File: src/common/sfsr_pkg.sv
// Constants and types for the supply fault status register block.
// Assumes a single clock domain and a plain address/strobe register port.
package sfsr_pkg;

  // ==========================================================================
  // Register map
  // ==========================================================================
  localparam int SFSR_ADDR_W = 8;
  localparam int SFSR_DATA_W = 16;
  localparam logic [SFSR_ADDR_W-1:0] SUPPLY_FAULT_FLAGS_OFFSET = 8'h0e;
  localparam logic [SFSR_DATA_W-1:0] SUPPLY_FAULT_FLAGS_RESET = 16'h0000;

  // ==========================================================================
  // Field layout: source k owns flag bit 2k+1 and clear bit 2k
  // ==========================================================================
  localparam int NUM_SOURCES = 8;
  localparam int CHECKSUM_ERROR_FLAG_BIT = 15;
  localparam int CHECKSUM_ERROR_CLEAR_BIT = 14;
  localparam int BOOST_SYNC_MISSING_FLAG_BIT = 13;
  localparam int BOOST_SYNC_MISSING_CLEAR_BIT = 12;
  localparam int CHARGE_PUMP_FAULT_FLAG_BIT = 11;
  localparam int CHARGE_PUMP_FAULT_CLEAR_BIT = 10;
  localparam int PUMP_CAPACITOR_MISSING_FLAG_BIT = 9;
  localparam int PUMP_CAPACITOR_MISSING_CLEAR_BIT = 8;
  localparam int INPUT_OVERCURRENT_FLAG_BIT = 7;
  localparam int INPUT_OVERCURRENT_CLEAR_BIT = 6;
  localparam int INTERNAL_SUPPLY_UNDERVOLT_FLAG_BIT = 5;
  localparam int INTERNAL_SUPPLY_UNDERVOLT_CLEAR_BIT = 4;
  localparam int INPUT_OVERVOLT_FLAG_BIT = 3;
  localparam int INPUT_OVERVOLT_CLEAR_BIT = 2;
  localparam int INPUT_UNDERVOLT_FLAG_BIT = 1;
  localparam int INPUT_UNDERVOLT_CLEAR_BIT = 0;
  localparam logic [NUM_SOURCES-1:0] FAULTS_NONE = 8'h00;

  // ==========================================================================
  // Fault sources, bit k of the vector is source k
  // ==========================================================================
  typedef struct packed {
    logic checksumError;
    logic boostSyncMissing;
    logic chargePumpFault;
    logic pumpCapacitorMissing;
    logic inputOvercurrent;
    logic internalSupplyUndervolt;
    logic inputOvervolt;
    logic inputUndervolt;
  } sfsr_faults_t;

endpackage

File: src/design/sfsr_supply_fault_status.sv
// Supply fault status register: eight sticky fault flags with paired clears.
// Assumes fault detector levels arrive asynchronously and a host register
// port that never needs wait states.
//
// Summary of operation
// - Checksum flag sets on fault, reads zero otherwise
// - Checksum flag has companion clear bit
// - Write flag and clear together to clear
// - Clear removes flag and its interrupt contribution
// - Boost sync missing flag with paired clear
// - Charge pump flag, clear at bit 10
// - Capacitor missing flag bit 9, clear 8
// - Input overcurrent flag bit 7, clear 6
// - Internal undervolt flag bit 5, clear 4
// - Input overvolt flag bit 3, clear 2
// - Input undervolt flag bit 1, clear 0
// - Register at offset 0x0e, resets to zero
`timescale 1ns/10ps

module sfsr_supply_fault_status #(
  parameter int ADDR_W = sfsr_pkg::SFSR_ADDR_W
) (
  // Clock and reset
  input wire logic core_clk,
  input wire logic reset_n,
  // Register port
  input wire logic [ADDR_W-1:0] regAddr,
  input wire logic [sfsr_pkg::SFSR_DATA_W-1:0] regWdata,
  input wire logic regWrStrobe,
  input wire logic regRdStrobe,
  output logic [sfsr_pkg::SFSR_DATA_W-1:0] regRdata,
  // Fault detector levels, asynchronous
  input wire sfsr_pkg::sfsr_faults_t faultLevel,
  // Latched faults and interrupt contribution
  output sfsr_pkg::sfsr_faults_t faultFlags,
  output logic supplyFaultIrq
);

  // ==========================================================================
  // Elaboration checks
  // ==========================================================================
  if (ADDR_W < 4 || ADDR_W > sfsr_pkg::SFSR_ADDR_W) begin : gBadAddrW
    $error("ADDR_W must lie between 4 and 8");
  end
  if (2 * sfsr_pkg::NUM_SOURCES != sfsr_pkg::SFSR_DATA_W) begin : gBadPairs
    $error("each source needs one flag bit and one clear bit");
  end
  if ((sfsr_pkg::SUPPLY_FAULT_FLAGS_OFFSET >> ADDR_W) != 0) begin : gBadOffset
    $error("register offset does not fit the address width");
  end

  // ==========================================================================
  // Fault input synchronisers
  // ==========================================================================
  // Detector levels are analog-derived and unrelated to core_clk
  logic [sfsr_pkg::NUM_SOURCES-1:0] faultMeta_reg;
  logic [sfsr_pkg::NUM_SOURCES-1:0] faultSync_reg;

  always_ff @(posedge core_clk) begin
    if (!reset_n) begin
      faultMeta_reg <= sfsr_pkg::FAULTS_NONE;
      faultSync_reg <= sfsr_pkg::FAULTS_NONE;
    end else begin
      faultMeta_reg <= faultLevel;
      faultSync_reg <= faultMeta_reg;
    end
  end

  // ==========================================================================
  // Address decode
  // ==========================================================================
  wire logic [sfsr_pkg::SFSR_ADDR_W-1:0] addrFull;
  wire logic addrHit;
  wire logic regWrite;
  wire logic regRead;

  assign addrFull = sfsr_pkg::SFSR_ADDR_W'(regAddr);
  assign addrHit = (addrFull == sfsr_pkg::SUPPLY_FAULT_FLAGS_OFFSET);
  assign regWrite = regWrStrobe & addrHit;
  assign regRead = regRdStrobe & addrHit;

  // ==========================================================================
  // Sticky flags
  // ==========================================================================
  logic [sfsr_pkg::NUM_SOURCES-1:0] flag_reg;
  logic [sfsr_pkg::NUM_SOURCES-1:0] flag_next;
  wire logic [sfsr_pkg::NUM_SOURCES-1:0] wrFlagBits;
  wire logic [sfsr_pkg::NUM_SOURCES-1:0] wrClearBits;
  wire logic [sfsr_pkg::NUM_SOURCES-1:0] clearHit;
  wire logic [sfsr_pkg::SFSR_DATA_W-1:0] readWord;

  for (genvar k = 0; k < sfsr_pkg::NUM_SOURCES; k++) begin : gPair
    // Pair k: flag at 2k+1, clear at 2k; clears never read back
    assign wrFlagBits[k] = regWdata[2*k+1];
    assign wrClearBits[k] = regWdata[2*k];
    assign readWord[2*k+1] = flag_reg[k];
    assign readWord[2*k] = 1'b0;
  end

  // Both bits must be one in a single write
  assign clearHit = {sfsr_pkg::NUM_SOURCES{regWrite}} & wrFlagBits & wrClearBits;
  // A fault still present wins over a clear in the same cycle
  assign flag_next = faultSync_reg | (flag_reg & ~clearHit);

  always_ff @(posedge core_clk) begin
    if (!reset_n) begin
      flag_reg <= sfsr_pkg::SUPPLY_FAULT_FLAGS_RESET[sfsr_pkg::NUM_SOURCES-1:0];
    end else begin
      flag_reg <= flag_next;
    end
  end

  assign faultFlags = flag_reg;
  // Only the latched flags feed the pin, so clearing the last latched flag drops it too
  assign supplyFaultIrq = |flag_reg;

  // ==========================================================================
  // Read data
  // ==========================================================================
  // Unmapped reads and idle cycles return zero
  logic [sfsr_pkg::SFSR_DATA_W-1:0] rdata_reg;
  wire logic [sfsr_pkg::SFSR_DATA_W-1:0] rdata_next;

  assign rdata_next = regRead ? readWord : sfsr_pkg::SUPPLY_FAULT_FLAGS_RESET;

  always_ff @(posedge core_clk) begin
    if (!reset_n) begin
      rdata_reg <= sfsr_pkg::SUPPLY_FAULT_FLAGS_RESET;
    end else begin
      rdata_reg <= rdata_next;
    end
  end

  assign regRdata = rdata_reg;

  // ==========================================================================
  // Assertion arming
  // ==========================================================================
  // Checks skip the release edge, so history from before reset is never used
  logic asrtArmed_reg;

  always_ff @(posedge core_clk) begin
    if (!reset_n) begin
      asrtArmed_reg <= 1'b0;
    end else begin
      asrtArmed_reg <= 1'b1;
    end
  end

  for (genvar k = 0; k < sfsr_pkg::NUM_SOURCES; k++) begin : gChk

  end
endmodule

File: config.mk
export PLATFORM = sky130hd
export DESIGN_NAME = sfsr_supply_fault_status
export DESIGN_NICKNAME = d
export VERILOG_FILES = /design/src/common/sfsr_pkg.sv /design/src/design/sfsr_supply_fault_status.sv
export SDC_FILE = /design/constraint.sdc
export NUM_CORES = 1
export LEC_CHECK = 0
export BUFFER_PORTS_ARGS = -buffer_cell sky130_fd_sc_hd__buf_2
export CAP_MARGIN = 20
export CORE_UTILIZATION = 50
export CTS_BUF_LIST = sky130_fd_sc_hd__clkbuf_8
export DETAILED_ROUTE_END_ITERATION = 7
export PLACE_DENSITY = 0.94
export SLEW_MARGIN = 10
export SYNTH_ARGS = -nofsm -noshare
export SYNTH_HDL_FRONTEND = slang
export SYNTH_SLANG_ARGS = --single-unit
File: constraint.sdc
create_clock -name core_clk -period 2.47 [get_ports core_clk]
set_input_delay 0.3705 -clock core_clk [delete_from_list [all_inputs] [get_ports core_clk]]
set_output_delay 0.3705 -clock core_clk [all_outputs]
set_load 0.005 [all_outputs]
==> impl_metrics.tcl <==
set metrics [dict create \
    outcome "finished, final reports clean" \
    drv_cap 0 \
    async_flop_share 0 \
    dp_worst_setup_slack_ns 0.9206 \
    dr.first_iter.drc_count 15 \
    criticalPathCategory "flop to output port" \
    rsz0062_at_grt "no" \
    synth_warnings 0 \
    start_util 0.5366 \
    synth_edf_count 0 \
    placed_cell_area_um2 1453 \
    area_growth_pct 27.71 \
    endpoint_kind "output port" \
    cts_sinks 32 \
    final_area_um2 1545 \
    fp.dieW_um 51.19 \
    synth.avg_cell_area_um2 11.00 \
    drv_slew 0 \
    core_um2 2255 \
    hold_buffers 0 \
    path_clk_slew_ns 0.06 \
    hold_viol 0 \
    firstDrtPassIters 4 \
    seq_area_frac_synth 0.5295 \
    cp_cell_sequence "nor4_1, nand2_1, buf_2" \
    cellLeakagePower_nw 0.7248 \
    arrival_ns 1.17 \
    period_minus_slack_ns 1.536 \
    cts-htree-levels 2 \
    clk_latency_ns 0.28 \
    globalRouteTotalUtil 0.1951 \
    postCtsSetupRepairBufs 0 \
    slew_headroom 0.5565 \
    synthCells 110 \
    finalSetupViolations 0 \
    die-area_um2 2620 \
    cts_tree "yes" \
    setup_ws_ns 0.9343 \
    portBuffers 52 \
    placementRows 17 \
    synthMostInstantiatedCell "dfxtp_1" \
    grt_first_pass_wirelength_um 3629 \
    whs_ns 0.2983 \
    yosysUniqueCellTypes 18 \
    period_share 0.6218 \
    synth_area_leaders "dfxtp_1 (53%), and2_1 (8.3%), nor4_2 (7.2%)" \
    power_density_nw_per_um2 665.4 \
    grt.overflow.total 0 \
    drc 0 \
    antennaDiodeCount 0 \
    postLayoutCoreUtil 0.6854 \
    via_count 953 \
    synth_top_area_share 0.5295 \
    fin_skew_ns 0.002812 \
    wl_um 2240 \
    antenna_found_initial 0 \
    critPathRequiredTime_ns 2.10 \
    drive_gt1_frac 0.4303 \
    cts_buffer_depth 2 \
    grt_pass1_vias 917 \
    root_buffer "clkbuf_8" \
    max_freq_mhz 651.2 \
    die_height_um 51.19 \
    cpMaxStageDelayCell "dfxtp_1" \
    cts_inserted_buffers 5 \
    max-vdd-ir-drop_uv 438.5 \
    final_nets 200 \
    pin_count 61 \
    critPathMaxStageDelay_ns 0.34 \
    fin_tns_setup_ns 0 \
    synth.ff_latch_count 32 \
    synth_top_area_cell "dfxtp_1" \
    final_antenna_net_count 0 \
    place_congestion 0.7080 \
    ys.flop_type "dfxtp_1" \
    worst_pin_slew_ns 0.6635 \
    syn_area_um2 1210 \
    place_hpwl_um 1795 \
    hp-class "primary input to flop" \
    critPathLaunchType "flop" \
    grt_max_degree 26 \
    via_per_inst 4.938 \
    critPathMaxFanout 4 \
    wl_per_cell_um 11.61 \
    cts_resized 0 \
    netlist_top_cells_count "dfxtp_1 (32), and2_1 (16)" \
]
[critical path: cells and delay by family, from the launching register on]
| kind | cells | cell delay, ns |
|---|---|---|
| AND/OR/NAND/NOR | 2 | 0.42 |
| flip-flops | 1 | 0.34 |
| buffers and inverters | 1 | 0.14 |
[cells by family after synthesis]
logic type / after synthesis / synth area share
compound gates: 16 / 0.07446
buf+inv: 21 / 0.09617
flops: 32 / 0.5295
other cells: 1 / 0.003099
simple gates: 40 / 0.2968
[report_power, final]
part | total, mW | internal, mW | switching [mW]
Combinational | 0.0871 | 0.0453 | 0.0418
Clock | 0.396 | 0.222 | 0.174
Sequential | 0.545 | 0.535 | 0.0100
[layout by cell type, fill, tap and decap left out]
cell type	n
o21ai_0	8
nor4b_2	1
or4b_4	1
dfxtp_1	32
nor4bb_1	1
nand2_1	2
buf_2	52
clkinv_2	2
and2_1	16
inv_1	8
conb_1	8
nor4_1	2
clkbuf_8	6
nor4_4	1
buf_4	1
nor4_2	7
and4b_1	8
nand4bb_1	1
a31oi_1	8
[final cells by class]
| type | instances | area, um2 |
|---|---|---|
| well taps | 28 | 35.03 |
| inverters | 8 | 30.03 |
| repair buffers | 53 | 267.8 |
| flip-flops and latches | 32 | 640.6 |
| multi-input cells | 64 | 479.2 |
| clock inverters | 2 | 10.01 |
| fillers | 180 | 709.4 |
| clock buffers | 6 | 82.58 |
[path summary, 6_finish.rpt]
kind / start / end / slack [ns] / cells after the start
max reg2reg: faultFlags[5] / regRdata[11] / 1.62 / 2
max: faultFlags[6] / supplyFaultIrq / 0.93 / 3
min reg2reg: faultMeta_reg[7] / faultSync_reg[7] / 0.43 / 1
min: faultLevel[0] / faultMeta_reg[0] / 0.30 / 2
[per-stage QoR]
stage / power (mW) / instances
after global routing: 1.081 / 193
final: 1.028 / 193
after floorplan: 0.6067 / 117
after CTS: 1.041 / 193
after detailed placement: 0.6440 / 185
after global placement: 0.6391 / 185
[layer usage]
layer,up-vias,global-route usage,wire (um),part of all wire
met2,39,0.3728,1241,0.55
met3,6,0.08631,165,0.074
met4,0,0.08333,40,0.018
li1,480,-,-,-
met1,428,0.1728,793,0.35
met5,-,0,0,0
Note: power is estimated with default switching activity, not from simulation.
